===== config.mk =====
export PLATFORM = sky130hd
export DESIGN_NAME = tmc_timer_main_counter
export DESIGN_NICKNAME = d
export VERILOG_FILES = /design/src/verilog/tmc_prescaler.v /design/src/verilog/tmc_timer_main_counter.v
export VERILOG_INCLUDE_DIRS = /design/src /design/src/verilog
export SDC_FILE = /design/constraint.sdc
export NUM_CORES = 1
export LEC_CHECK = 0
export ABC_CLOCK_PERIOD_IN_PS = 6480
export BUFFER_PORTS_ARGS = -buffer_cell sky130_fd_sc_hd__buf_4
export CORE_MARGIN = 2
export CORE_UTILIZATION = 46
export DETAILED_ROUTE_END_ITERATION = 12
export PLACE_DENSITY_LB_ADDON = 0.15
export SKIP_CTS_REPAIR_TIMING = 1
export SLEW_MARGIN = 5
export SYNTH_ARGS = -nofsm -noshare
export SYNTH_HDL_FRONTEND = slang
export SYNTH_SLANG_ARGS = --single-unit

===== constraint.sdc =====
create_clock -name pclk -period 6.48 [get_ports pclk]
set_clock_uncertainty 0.05 [all_clocks]
set_input_delay 0.324 -clock pclk [delete_from_list [all_inputs] [get_ports pclk]]
set_output_delay 0.324 -clock pclk [all_outputs]
set_load 0.01 [all_outputs]

===== src/verilog/tmc_consts.vh =====
// Purpose: constants shared by the timer main counter files
// Assumes: byte-wide registers, each on its own aligned APB word
// Notes:   offsets are byte addresses on paddr
`ifndef TMC_CONSTS_VH
`define TMC_CONSTS_VH

// register byte addresses
`define TMC_A_STATUS_CTRL 8'h00
`define TMC_A_COUNT_HIGH  8'h04
`define TMC_A_COUNT_LOW   8'h08
`define TMC_A_MOD_HIGH    8'h0C
`define TMC_A_MOD_LOW     8'h10
`define TMC_A_CHAN0_CTRL  8'h14

// timer_status_control fields
`define TMC_SC_OVF        7
`define TMC_SC_IRQ_EN     6
`define TMC_SC_CPWM       5
`define TMC_SC_CLKS_HI    4
`define TMC_SC_CLKS_LO    3
`define TMC_SC_PS_MSB     2
`define TMC_SC_PS_LSB     0

// chan0 control fields
`define TMC_CC_PULLUP     2
`define TMC_CC_ELS_B      1
`define TMC_CC_ELS_A      0

// clock select codes {high, low}
`define TMC_CLK_OFF       2'b00
`define TMC_CLK_BUS       2'b01
`define TMC_CLK_FIXED     2'b10
`define TMC_CLK_EXT       2'b11

// reset values
`define TMC_SC_RST        8'h00
`define TMC_MOD_RST       16'h0000
`define TMC_ELS_RST       2'b00
`define TMC_CNT_ZERO      16'h0000
`define TMC_CNT_ALL_ONES  16'hFFFF
`define TMC_DIV_ZERO      7'h00
`define TMC_RD_ZERO       32'h0000_0000

`endif


===== src/verilog/tmc_prescaler.v =====
// Purpose: clock source select, pin clock synchroniser and divider
// Assumes: pin clock slower than a quarter of pclk
// Notes:   tick is a one-cycle strobe that advances the counter
`timescale 1ns/10ps
`include "tmc_consts.vh"

module tmc_prescaler (
  pclk,
  presetn,
  clk_sel,
  ps_sel,
  ext_clk_pin,
  halt,
  clr,
  tick
);
  input  wire       pclk;
  input  wire       presetn;
  input  wire [1:0] clk_sel;
  input  wire [2:0] ps_sel;
  input  wire       ext_clk_pin;
  input  wire       halt;
  input  wire       clr;
  output wire       tick;

  reg        ext_s1_r;
  reg        ext_s2_r;
  reg        ext_s3_r;
  reg  [6:0] div_r;
  reg        src_tick;
  wire [6:0] mask;

  function [6:0] ps_mask;
    input [2:0] ps;
    begin
      case (ps)
        3'd0:    ps_mask = 7'h00;
        3'd1:    ps_mask = 7'h01;
        3'd2:    ps_mask = 7'h03;
        3'd3:    ps_mask = 7'h07;
        3'd4:    ps_mask = 7'h0F;
        3'd5:    ps_mask = 7'h1F;
        3'd6:    ps_mask = 7'h3F;
        default: ps_mask = 7'h7F;
      endcase
    end
  endfunction

  // two-stage synchroniser, third stage only for edge detect
  always @(posedge pclk or negedge presetn) begin
    if (!presetn) begin
      ext_s1_r <= 1'b0;
      ext_s2_r <= 1'b0;
      ext_s3_r <= 1'b0;
    end else begin
      ext_s1_r <= ext_clk_pin;
      ext_s2_r <= ext_s1_r;
      ext_s3_r <= ext_s2_r;
    end
  end

  always @* begin
    case (clk_sel)
      `TMC_CLK_BUS:   src_tick = 1'b1;
      `TMC_CLK_FIXED: src_tick = 1'b1;
      `TMC_CLK_EXT:   src_tick = ext_s2_r & ~ext_s3_r;
      default:        src_tick = 1'b0;
    endcase
  end

  assign mask = ps_mask(ps_sel);
  // debug halt freezes the divider as well as the counter
  assign tick = src_tick & ~halt & ((div_r & mask) == mask);

  always @(posedge pclk or negedge presetn) begin
    if (!presetn)
      div_r <= `TMC_DIV_ZERO;
    else if (clr)
      div_r <= `TMC_DIV_ZERO;
    else if (src_tick & ~halt)
      div_r <= div_r + 7'd1;
  end
endmodule // tmc_prescaler


===== src/verilog/tmc_timer_main_counter.v =====
// Purpose: 16-bit main time base with prescaler, modulus and APB access
// Assumes: APB slave on pclk, zero wait states, byte registers
// Notes:   counter holds in debug halt
//
// Overview of operation
// - clock select clears to off after reset
// - select bus clock or synced pin clock
// - fixed clock choice runs from bus clock
// - prescaler divides by one to 128
// - pin clock synchronised on bus clock
// - up count zero to terminal, then wrap
// - modulus zero or all ones free-runs
// - center mode counts up then down
// - center select makes all channels center
// - up mode flag on terminal to zero
// - center mode flag on turn from modulus
// - level interrupt while flag and enable
// - counter reads coherent through byte latch
// - counter write clears count and latch
// - debug halt pauses counting
// - timer-owned pin ignores port settings
// - reset leaves pins as GPIO, no pullups
`timescale 1ns/10ps
`include "tmc_consts.vh"

module tmc_timer_main_counter (
  pclk,
  presetn,
  paddr,
  psel,
  penable,
  pwrite,
  pwdata,
  prdata,
  pready,
  pslverr,
  bdm_active,
  pin0_i,
  gpio_dout0,
  gpio_dir0,
  gpio_pu0,
  chan0_drive,
  chan0_out,
  pin0_o,
  pin0_oe,
  pin0_pu_en,
  count_value,
  count_down,
  overflow_pulse,
  center_pwm_select,
  chan0_edge_level,
  timer_active,
  overflow_irq
);
  input  wire        pclk;
  input  wire        presetn;
  input  wire [7:0]  paddr;
  input  wire        psel;
  input  wire        penable;
  input  wire        pwrite;
  input  wire [31:0] pwdata;
  output reg  [31:0] prdata;
  output wire        pready;
  output wire        pslverr;
  input  wire        bdm_active;
  input  wire        pin0_i;
  input  wire        gpio_dout0;
  input  wire        gpio_dir0;
  input  wire        gpio_pu0;
  input  wire        chan0_drive;
  input  wire        chan0_out;
  output wire        pin0_o;
  output wire        pin0_oe;
  output wire        pin0_pu_en;
  output wire [15:0] count_value;
  output wire        count_down;
  output wire        overflow_pulse;
  output wire        center_pwm_select;
  output wire [1:0]  chan0_edge_level;
  output wire        timer_active;
  output wire        overflow_irq;

  // control and status
  reg        ovf_r;
  reg        irq_en_r;
  reg        cpwm_r;
  reg [1:0]  clk_sel_r;
  reg [2:0]  ps_r;
  reg [15:0] mod_r;
  reg [1:0]  els_r;
  reg        tpu_r;

  // counter
  reg [15:0] cnt_r;
  reg [15:0] cnt_nxt;
  reg        down_r;
  reg        down_nxt;
  reg        wrap_nxt;
  reg        ovf_pulse_r;

  // read coherency
  reg [15:0] latch_r;
  reg        latch_vld_r;
  reg        rd_hi_r;
  reg        rd_lo_r;
  reg [15:0] snap_r;

  wire        acc;
  wire        setup;
  wire        wr_acc;
  wire        rd_acc;
  wire        hit;
  wire        cnt_wr;
  wire        rd_hi;
  wire        rd_lo;
  wire        tick;
  wire [15:0] term;
  wire [15:0] cnt_view;
  wire        ext_in;
  wire        chan_pin;
  wire        own;
  reg  [7:0]  rd_byte;

  function addr_ok;
    input [7:0] a;
    begin
      case (a)
        `TMC_A_STATUS_CTRL,
        `TMC_A_COUNT_HIGH,
        `TMC_A_COUNT_LOW,
        `TMC_A_MOD_HIGH,
        `TMC_A_MOD_LOW,
        `TMC_A_CHAN0_CTRL: addr_ok = 1'b1;
        default:           addr_ok = 1'b0;
      endcase
    end
  endfunction

  // ---------------- APB slave ----------------
  // zero wait states: ready in every access cycle
  assign setup   = psel & ~penable;
  assign acc     = psel & penable;
  assign hit     = addr_ok(paddr);
  assign pready  = acc;
  assign pslverr = acc & ~hit;
  assign wr_acc  = acc & pwrite & hit;
  assign rd_acc  = acc & ~pwrite & hit;

  assign cnt_wr = wr_acc & ((paddr == `TMC_A_COUNT_HIGH) |
                            (paddr == `TMC_A_COUNT_LOW));
  assign rd_hi  = rd_acc & (paddr == `TMC_A_COUNT_HIGH);
  assign rd_lo  = rd_acc & (paddr == `TMC_A_COUNT_LOW);

  // a held latch is returned until both bytes were read
  assign cnt_view = latch_vld_r ? latch_r : cnt_r;

  always @* begin
    case (paddr)
      `TMC_A_STATUS_CTRL: rd_byte = {ovf_r, irq_en_r, cpwm_r,
                                     clk_sel_r, ps_r};
      `TMC_A_COUNT_HIGH:  rd_byte = cnt_view[15:8];
      `TMC_A_COUNT_LOW:   rd_byte = cnt_view[7:0];
      `TMC_A_MOD_HIGH:    rd_byte = mod_r[15:8];
      `TMC_A_MOD_LOW:     rd_byte = mod_r[7:0];
      `TMC_A_CHAN0_CTRL:  rd_byte = {5'b00000, tpu_r, els_r};
      default:            rd_byte = 8'h00;
    endcase
  end

  // read data is sampled in the setup cycle, ready in the access cycle
  always @(posedge pclk or negedge presetn) begin
    if (!presetn) begin
      prdata <= `TMC_RD_ZERO;
      snap_r <= `TMC_CNT_ZERO;
    end else if (setup) begin
      prdata <= {24'h00_0000, rd_byte};
      snap_r <= cnt_r;
    end
  end

  // ---------------- control registers ----------------
  always @(posedge pclk or negedge presetn) begin
    if (!presetn) begin
      irq_en_r  <= 1'b0;
      cpwm_r    <= 1'b0;
      clk_sel_r <= `TMC_CLK_OFF;
      ps_r      <= 3'b000;
      mod_r     <= `TMC_MOD_RST;
      els_r     <= `TMC_ELS_RST;
      tpu_r     <= 1'b0;
    end else if (wr_acc) begin
      case (paddr)
        `TMC_A_STATUS_CTRL: begin
          irq_en_r  <= pwdata[`TMC_SC_IRQ_EN];
          cpwm_r    <= pwdata[`TMC_SC_CPWM];
          clk_sel_r <= {pwdata[`TMC_SC_CLKS_HI], pwdata[`TMC_SC_CLKS_LO]};
          ps_r      <= pwdata[`TMC_SC_PS_MSB:`TMC_SC_PS_LSB];
        end
        `TMC_A_MOD_HIGH: mod_r[15:8] <= pwdata[7:0];
        `TMC_A_MOD_LOW:  mod_r[7:0]  <= pwdata[7:0];
        `TMC_A_CHAN0_CTRL: begin
          tpu_r <= pwdata[`TMC_CC_PULLUP];
          els_r <= {pwdata[`TMC_CC_ELS_B], pwdata[`TMC_CC_ELS_A]};
        end
        default: ;
      endcase
    end
  end

  // ---------------- clock source and prescaler ----------------
  tmc_prescaler u_prescaler (
    .pclk        (pclk),
    .presetn     (presetn),
    .clk_sel     (clk_sel_r),
    .ps_sel      (ps_r),
    .ext_clk_pin (pin0_i),
    .halt        (bdm_active),
    .clr         (cnt_wr),
    .tick        (tick)
  );

  // ---------------- counter ----------------
  // modulus of zero or all ones gives the full range
  assign term = ((mod_r == `TMC_CNT_ZERO) | (mod_r == `TMC_CNT_ALL_ONES))
                ? `TMC_CNT_ALL_ONES : mod_r;

  always @* begin
    cnt_nxt  = cnt_r;
    down_nxt = down_r;
    wrap_nxt = 1'b0;
    if (!cpwm_r) begin
      down_nxt = 1'b0;
      if (cnt_r == term) begin
        cnt_nxt  = `TMC_CNT_ZERO;
        wrap_nxt = 1'b1;
      end else begin
        cnt_nxt = cnt_r + 16'h0001;
      end
    end else if (!down_r) begin
      if (cnt_r == term) begin
        // terminal count lasts one tick, then the turn
        cnt_nxt  = cnt_r - 16'h0001;
        down_nxt = 1'b1;
        wrap_nxt = 1'b1;
      end else begin
        cnt_nxt = cnt_r + 16'h0001;
      end
    end else begin
      if (cnt_r == `TMC_CNT_ZERO) begin
        cnt_nxt  = cnt_r + 16'h0001;
        down_nxt = 1'b0;
      end else begin
        cnt_nxt = cnt_r - 16'h0001;
      end
    end
  end

  // a counter write wins over a tick in the same cycle
  always @(posedge pclk or negedge presetn) begin
    if (!presetn) begin
      cnt_r       <= `TMC_CNT_ZERO;
      down_r      <= 1'b0;
      ovf_pulse_r <= 1'b0;
    end else if (cnt_wr) begin
      cnt_r       <= `TMC_CNT_ZERO;
      down_r      <= 1'b0;
      ovf_pulse_r <= 1'b0;
    end else if (tick) begin
      cnt_r       <= cnt_nxt;
      down_r      <= down_nxt;
      ovf_pulse_r <= wrap_nxt;
    end else begin
      ovf_pulse_r <= 1'b0;
    end
  end

  // ---------------- overflow flag ----------------
  // write one to the flag bit clears it; a new overflow wins
  always @(posedge pclk or negedge presetn) begin
    if (!presetn)
      ovf_r <= 1'b0;
    else if (tick & wrap_nxt & ~cnt_wr)
      ovf_r <= 1'b1;
    else if (wr_acc & (paddr == `TMC_A_STATUS_CTRL) &
             pwdata[`TMC_SC_OVF])
      ovf_r <= 1'b0;
  end

  // level request for as long as the flag stays set
  assign overflow_irq = ovf_r & irq_en_r;

  // ---------------- read coherency latch ----------------
  // snap_r holds the count seen in the read's setup cycle
  always @(posedge pclk or negedge presetn) begin
    if (!presetn) begin
      latch_r     <= `TMC_CNT_ZERO;
      latch_vld_r <= 1'b0;
      rd_hi_r     <= 1'b0;
      rd_lo_r     <= 1'b0;
    end else if (cnt_wr) begin
      latch_vld_r <= 1'b0;
      rd_hi_r     <= 1'b0;
      rd_lo_r     <= 1'b0;
    end else if (rd_hi | rd_lo) begin
      if ((rd_hi | rd_hi_r) & (rd_lo | rd_lo_r)) begin
        // both halves seen: release the latch
        latch_vld_r <= 1'b0;
        rd_hi_r     <= 1'b0;
        rd_lo_r     <= 1'b0;
      end else begin
        if (!latch_vld_r)
          latch_r <= snap_r;
        latch_vld_r <= 1'b1;
        rd_hi_r     <= rd_hi | rd_hi_r;
        rd_lo_r     <= rd_lo | rd_lo_r;
      end
    end
  end

  // ---------------- pin ownership ----------------
  // timer pullup acts only while the pin is not driven
  // pin clock takes the pin as an input even if channel bits are left set
  assign ext_in   = (clk_sel_r == `TMC_CLK_EXT);
  assign chan_pin = (els_r != 2'b00) & ~ext_in;
  assign own      = ext_in | chan_pin;

  assign pin0_oe    = own ? (chan_pin & chan0_drive) : gpio_dir0;
  assign pin0_o     = own ? chan0_out : gpio_dout0;
  assign pin0_pu_en = own ? (tpu_r & ~pin0_oe)
                          : (gpio_pu0 & ~gpio_dir0);

  // ---------------- outputs to channel logic ----------------
  assign count_value       = cnt_r;
  assign count_down        = down_r;
  assign overflow_pulse    = ovf_pulse_r;
  assign center_pwm_select = cpwm_r;
  assign chan0_edge_level  = els_r;
  assign timer_active      = (clk_sel_r != `TMC_CLK_OFF);

endmodule // tmc_timer_main_counter


; Yosys cells after proc, flatten, opt, wreduce, memory -nomap -nowiden
; Index checks and enable logic that the tools add are counted.
[classes]
shift = 0
muxes = 39
n_addsub = 3
multipliers = 0
div_mod_pow = 0
eq_ne = 17
n_reduce_logical = 17
magnitude_cmp = 0
bitwise = 41
[op_table]
columns = operator, count
row1 = 16-bit two-way mux, 9
row2 = 7-bit case mux with 7 select lines, 1
row3 = 8-bit case mux with 6 select lines, 1
row4 = 16-bit logical NOT, 2
row5 = 1-bit two-way mux, 25
row6 = 1-bit bitwise AND, 23
row7 = "16-bit by 1-bit adder with 16-bit output, second input constant", 1
row8 = 16-bit == test, 1
row9 = "16-bit == test, second input constant", 1
row10 = "8-bit by 4-bit == test with 1-bit output, second input constant", 2
row11 = "8-bit by 5-bit == test with 1-bit output, second input constant", 2
row12 = "16-bit by 1-bit subtractor with 16-bit output, second input constant", 1
row13 = 7-bit two-way mux, 2
row14 = 2-bit nonzero test, 6
row15 = 1-bit NOT, 11
row16 = "3-bit == test, second input constant", 3
row17 = "8-bit by 3-bit == test with 1-bit output, second input constant", 1
row18 = 8-bit logical NOT, 1
row19 = 2-bit AND reduction, 4
row20 = "7-bit by 1-bit adder with 7-bit output, second input constant", 1
row21 = 7-bit bitwise AND, 1
row22 = 7-bit == test, 1
row23 = "3-bit by 2-bit == test with 1-bit output, second input constant", 2
row24 = 1-bit bitwise OR, 6
row25 = other kinds (8), 9
[totals]
latchBits = 0
ram_bits = 0
inputBits = 52
regBits = 98
rom_bits = 0
n_memories = 0

; Longest topological paths before layout
; Gate-level depths: netlist (run 1).
[logic_depth]
ltp_word = 10
depth_mapped = 13

; Cells and area by module
; A second synthesis (run 1) with hierarchy kept.
[unflattened]
cells_unflattened = 631
area_unflattened_um2 = 6118.4
[by_module_without_submodules]
columns = module, area_per_inst_um2, seq_area_each_um2, cells_per_inst, n_inst
row1 = tmc_timer_main_counter, 5565.3, 2202.1, 579, 1
row2 = tmc_prescaler, 553.0, 250.2, 52, 1

; Worst setup path after synthesis (run 1)
; No wires, ideal clock.
[synth_path]
path_type = register -> register
startpoint = register mod_r[13]
endpoint = register cnt_r[12] (netlist: count_value[12])
path_buffers = 3
period_less_slack_ns = 2.937
stages_incl_launch_ff = 13
t_required_ns = 6.366
slack_ns = 3.543
arrival_time_ns = 2.822
path_cell_list = dfrtp_1 > nor4_1 > and4_4 > buf_6 > or2_1 > buf_6 > o221a_1 > or4_4 > buf_6 > o41ai_4 > a21oi_1 > a211oi_1 > a21o_1
[synth_between]
elab_chain_len = 9
elab_cells_between_ends = 11
cone_classes = 2 x eq/ne / 7 x mux / 1 x bitwise / 1 x reduce/logical
[synth_lines]
columns = item, line
row1 = start: declaration, tmc_timer_main_counter.v:89  ; reg [15:0] mod_r;
row2 = start signal: assignment, tmc_timer_main_counter.v:188  ; mod_r <= `TMC_MOD_RST;
row3 = start signal: assignment, tmc_timer_main_counter.v:199  ; `TMC_A_MOD_HIGH: mod_r[15:8] <= pwdata[7:0];
row4 = 16-bit == test (no line) or 16-bit logical NOT (tied branches), -
row5 = 1-bit bitwise OR, tmc_timer_main_counter.v:224  ; assign term = ((mod_r == `TMC_CNT_ZERO) | (mod_r == `TMC_CNT_ALL_ONES))
row6 = 16-bit two-way mux *, tmc_timer_main_counter.v:224
row7 = 16-bit == test *, "tmc_timer_main_counter.v:233, tmc_timer_main_counter.v:240"
row8 = 16-bit two-way mux, tmc_timer_main_counter.v:240  ; if (cnt_r == term) begin
row9 = 16-bit two-way mux, tmc_timer_main_counter.v:239  ; end else if (!down_r) begin
row10 = 16-bit two-way mux *, tmc_timer_main_counter.v:231  ; if (!cpwm_r) begin
row11 = 16-bit two-way mux *, tmc_timer_main_counter.v:268  ; end else if (tick) begin
row12 = 16-bit two-way mux *, tmc_timer_main_counter.v:264  ; end else if (cnt_wr) begin
row13 = end signal: assignment, tmc_timer_main_counter.v:261  ; cnt_r <= `TMC_CNT_ZERO;
row14 = end signal: assignment, tmc_timer_main_counter.v:265  ; cnt_r <= `TMC_CNT_ZERO;
row15 = end signal: assignment, tmc_timer_main_counter.v:269  ; cnt_r <= cnt_nxt;
row16 = end: declaration, tmc_timer_main_counter.v:94  ; reg [15:0] cnt_r;
; Every way passes the cells marked *; elsewhere a longest branch is shown, timed or not. The select of a mux whose other input is x is not followed.
; A chain may end at the register's enable or synchronous reset.

; Final worst setup path (run 1)
[layout_path]
startpoint = register mod_r[0]
endpoint = register cnt_r[15] (netlist: count_value[15])
; Same word-level chain as after synthesis.

==> results of run 1 <==
==> state kept, by name, summed over array words and instances, names as in the netlist, 2 cells and up <==
register and count:
mod_r 16, ps_r 3, clk_sel_r 2, count_value 16
u_prescaler.div_r 7, latch_r 16, chan0_edge_level 2, prdata 8
snap_r 16
==> where the power goes <==
group	total, mW	switching [mW]	internal [mW]
combinational	0.0849	0.0499	0.0350
clock	0.539	0.229	0.310
sequential	0.627	0.00932	0.618
total	1.25	0.288	0.963
==> kinds of logic after synthesis <==
group,synth area share [%]
xor+xnor,3.51
buf+inv,7.18
other cells,0.0626
compound gates,15.6
flops,40.9
simple gates,18.1
fa+ha+maj,1.46
mux,13.1
==> final cells by class <==
cell class	count	area (um2)	share of cell area, %
inverters	18	67.6	0.998
well taps	172	215	3.18
clock inverters	4	51.3	0.758
flip-flops and latches	98	2450	36.2
clock buffers	12	246	3.64
multi-input cells	474	3200	47.3
repair buffers	71	536	7.91
==> metrics by stage <==
| step | util [%] | area [um2] | hold slack [ps] | total power, mW | worst slack, ps |
|---|---|---|---|---|---|
| 2_1_floorplan | - | 6080 | -21.6 | 0.696 | 3540 |
| 3_3_place_gp | 51.0 | 6460 | 286 | 0.721 | 2970 |
| 3_5_place_dp | 51.0 | 6460 | 290 | 0.723 | 2910 |
| 4_1_cts | 53.4 | 6760 | -39.8 | 1.26 | 2880 |
| 5_1_grt | 53.4 | 6770 | 16.8 | 1.30 | 2560 |
| 6_report | 53.4 | 6770 | 33.6 | 1.25 | 2770 |
==> worst max-delay path, delay by kind of cell (launching register included) <==
family / cells / cell delay [ps]
compound gates: 6 / 1560
flops: 1 / 470
simple gates: 3 / 1490
==> placed cells by master (no fill, tap or decap), types with 18 or more instances in the layout <==
cell type / netlist / routed
a21oi_1: 26 / 26
buf_4: 24 / 70
conb_1: 1 / 24
dfrtp_1: 98 / 98
inv_1: 18 / 18
mux2_2: 60 / 60
nand2_1: 59 / 59
nand3_1: 24 / 24
nor2_1: 36 / 36
o21ai_0: 35 / 35
==> metal layers <==
metal | part of all wire [%] | up-vias | track usage (%) | routed length [um]
li1 | - | 2345 | - | -
met1 | 45 | 2470 | 34.4 | 7180
met2 | 46 | 232 | 35.7 | 7390
met3 | 7.1 | 33 | 4.20 | 1150
met4 | 2.5 | 0 | 9.71 | 411
met5 | 0 | - | 0 | 0
==> how the worst min path moves through the flow <==
stage / endpoint / slack [ps] / depth (start not counted)
finish: u_prescaler.ext_s1_r / 30 / 1
global route: u_prescaler.ext_s1_r / 20 / 1
floorplan: center_pwm_select / -20 / 0
CTS: prdata[1] / -40 / 1
detailed placement: u_prescaler.ext_s2_r / 290 / 0
global placement: u_prescaler.ext_s2_r / 290 / 0
==> results.toml, run 1 <==
[grt]
grt_max_degree = 51
groute.usage.overall_pct = 24.0
antenna_found_initial = 0
grt_pass1_vias = 4848
grt_pass1_wl_um = 26600
grt.overflow.total = 0

[setup_path]
reg2reg_depth = 9
cp.required_ps = 6650
slowest_delay_ps = 670
cp-start-kind = "flip-flop"
rr_startpoint = "mod_r[0]"
cp_slowest_cell = "nor4_2"
crit_path_end_kind = "flip-flop"
regToRegSetupSlack_ps = 2770
reg2reg_to = "count_value[15]"
cp_data_arrival_time_ps = 3880
endpoint = "count_value[15]"
crit_start = "mod_r[0]"
path_class = "flip-flop to flip-flop"
critical_path.cell_chain = "nand4_1 -> nor4_2 -> o211ai_1 -> o221a_1 -> or4_4 -> o21ai_2 -> a21oi_1 -> a221oi_1 -> o32ai_1"
crit_fanout = 13

[route]
dr.pass1.iters = 7
drt_wl_total_um = 16100
drc = 0
vias_per_cell = 5.98
ant_nets = 0
drtIter0Drc = 479
vias = 5080
wl_per_cell_um = 19.0

[layout]
final_cells = 849
area_growth_pct = 13.0
n_fill_cell = 1186
nets = 731
drive_gt1_share_pct = 23.3
diodes = 0

[min_path]
holdCritPathClass = "input pin to flip-flop"
min_from = "pin0_i"

[timing]
max_slew_margin_pct = 48.5
rsz0062_at_grt = "no"
min_period_ps = 3710
setup_tns_ps = 0
worst_pin_slew_ps = 767
finalCritPeriodShare_pct = 57.2
fmax_mhz = 270
report.final.setup_viol = 0
report.final.slew_viol_count = 0
hold_viol = 0

[die]
fp.dieW_um = 118
start_util_pct = 47.3
dieArea_um2 = 14000
die_h_um = 118
core-area_um2 = 12700
row_count = 41
io_pins = 112

[synthesis]
synth_seq_area_share_pct = 40.9
synth.top_cell.area_share_pct = 40.9
ys_ff_latch = 98
yosysWarnings = 0
synth_ff_type = "dfrtp_1"
synth_area_leaders = "dfrtp_1 (41%), mux2_2 (11%), nand2_1 (3.7%), buf_4 (3.0%), o21ai_0 (2.9%)"
yosysMostFrequentCell = "dfrtp_1"
synth.distinct_cells = 62
synth_common_cells = "dfrtp_1 (98), mux2_2 (60), nand2_1 (59)"
async_flop_share_pct = 100
synth_top_area_cell = "dfrtp_1"
synthesis.area_um2 = 5990
avgSynthCellArea_um2 = 9.47
synth_edf_count = 0
syn_inst = 633

[pwr]
power.leakage_nw = 3.02
ir_worst_vdd_uv = 87.7
p_per_area_nw_per_um2 = 185

[placed_design]
gp_congestion = 0.874
port_buffers = 63
dp_hpwl_um = 11400
dpl.cell_count = 832

[clocking]
cts_root_buffer = "clkbuf_16"
cts_sinks = 98
cts_buffer_depth = 2
clk_pin_slew_ps = 70
cts_tree = "built"
cts_buffers = 9
h-tree-depth = 3
clkLatencyLatePin_ps = 350

[job]
drv_cap = 0

[outcome]
status = "finished clean"
Power figures use the tool's default switching activity.
==> run 2, diff against run 1 <==
- ABC_CLOCK_PERIOD_IN_PS: 6480 -> 3300
- clock period: 6.48 -> 3.3 ns (I/O delays scaled with it)
==> results.toml, run 2 (synthesized netlist as in run 1, its figures left out) <==
[outcome]
status = "finished clean"

[layout]
diodes = 0
mostFrequentLayoutCells = "buf_4 (99), dfrtp_1 (98), mux2_2 (60)"
layout_commonest_cell = "buf_4"
area_growth_pct = 16.8
drive_gt1_share_pct = 26.8
n_fill_cell = 1147
multi_input_area_um2 = 3210
seq_area_um2 = 2450
nets = 761

[grt]
grt_pass1_wl_um = 27800
grt.overflow.total = 0
groute.usage.overall_pct = 25.3
antenna_found_initial = 0
grt_max_degree = 60
grt_pass1_vias = 5165

[route]
drtIter0Drc = 371
vias = 5294
vias_per_cell = 6.03
drt_wl_total_um = 17100
dr.pass1.iters = 4
ant_nets = 0
wl_per_cell_um = 19.5
drc = 0

[min_path]
min_from = "pwdata[3]"
holdCritPathClass = "input pin to flip-flop"
hold_path_end = "mod_r[11]"
min_delay_path_depth = 2

[die]
die_h_um = 118
core-area_um2 = 12700
dieArea_um2 = 14000
row_count = 41
fp.dieW_um = 118
start_util_pct = 47.3
io_pins = 112

[placed_design]
dp_hpwl_um = 12500
port_buffers = 63
gp_congestion = 0.944

[timing]
report.final.setup_viol = 0
fin_hold_ws_ps = 15.1
setup_tns_ps = 0
min_period_ps = 3180
hold_viol = 0
report.final.slew_viol_count = 0
rsz0062_at_grt = "no"
worst_pin_slew_ps = 767
finalCritPeriodShare_pct = 96.3
fmax_mhz = 315
max_slew_margin_pct = 48.9

[pwr]
power.leakage_nw = 3.17
p_per_area_nw_per_um2 = 352
ir_worst_vdd_uv = 311
total_power_mw = 2.46

[clocking]
cts_root_buffer = "clkbuf_16"
cts_buffers = 9
clk_pin_slew_ps = 70
cts_tree = "built"
clkLatencyLatePin_ps = 350
h-tree-depth = 3
cts_buffer_depth = 2
cts_sinks = 98

[setup_path]
crit_path_end_kind = "flip-flop"
rr_startpoint = "mod_r[3]"
path_class = "flip-flop to flip-flop"
cp.required_ps = 3440
cp-start-kind = "flip-flop"
cp_data_arrival_time_ps = 3320
reg2reg_depth = 9
regToRegSetupSlack_ps = 120
reg2reg_to = "count_value[8]"
crit_fanout = 9

[job]
drv_cap = 0
==> run 2: worst max-delay path by stage <==
stage / cells past startpoint / slack (ps) / end / startpoint
6_report: 9 / 120 / count_value[8] / mod_r[3]
5_1_grt: 10 / 20 / count_value[15] / mod_r[0]
4_1_cts: 9 / 110 / count_value[8] / mod_r[3]
3_5_place_dp: 9 / 130 / count_value[8] / mod_r[3]
3_3_place_gp: 10 / 260 / count_value[8] / mod_r[0]
2_1_floorplan: 12 / 360 / count_value[12] / mod_r[13]
==> run 2: critical path: stages, from the launching register on <==
cell and delay (ps):
dfrtp_1 450, nor4_1 380, and4_4 340, o211ai_1 110
o221a_1 150, or4_4 650, o31ai_4 350, nand3_2 180
a21o_1 210, o311ai_0 130
==> run 2: cell type report <==
class,count,area share [%]
well taps,172,3.08
multi-input cells,474,45.8
repair buffers,101,10.9
flip-flops and latches,98,35.0
clock buffers,9,3.22
clock inverters,6,0.965
inverters,18,0.965
==> run 2: stage by stage <==
stage	setup slack, ps	std cells	cell area (um2)	utilization [%]
global route	24.9	878	7000	55.2
global placement	258	861	6680	52.7
detailed placement	133	861	6680	52.7
floorplan	363	656	6080	-
CTS	111	876	6970	55.0
finish	121	878	7000	55.2
==> run 2: power by group <==
group	internal [mW]	leakage [nW]	switching (mW)
Clock	0.586	0.138	0.472
Sequential	1.21	1.33	0.0173
Combinational	0.0714	1.71	0.101
Total	1.87	3.17	0.591
==> run 2: metal layers <==
| metal | wire [um] | global-route usage (%) |
|---|---|---|
| met1 | 7400 | 34.8 |
| met2 | 8090 | 40.0 |
| met3 | 1170 | 4.63 |
| met4 | 452 | 9.04 |
| met5 | 0 | 0 |
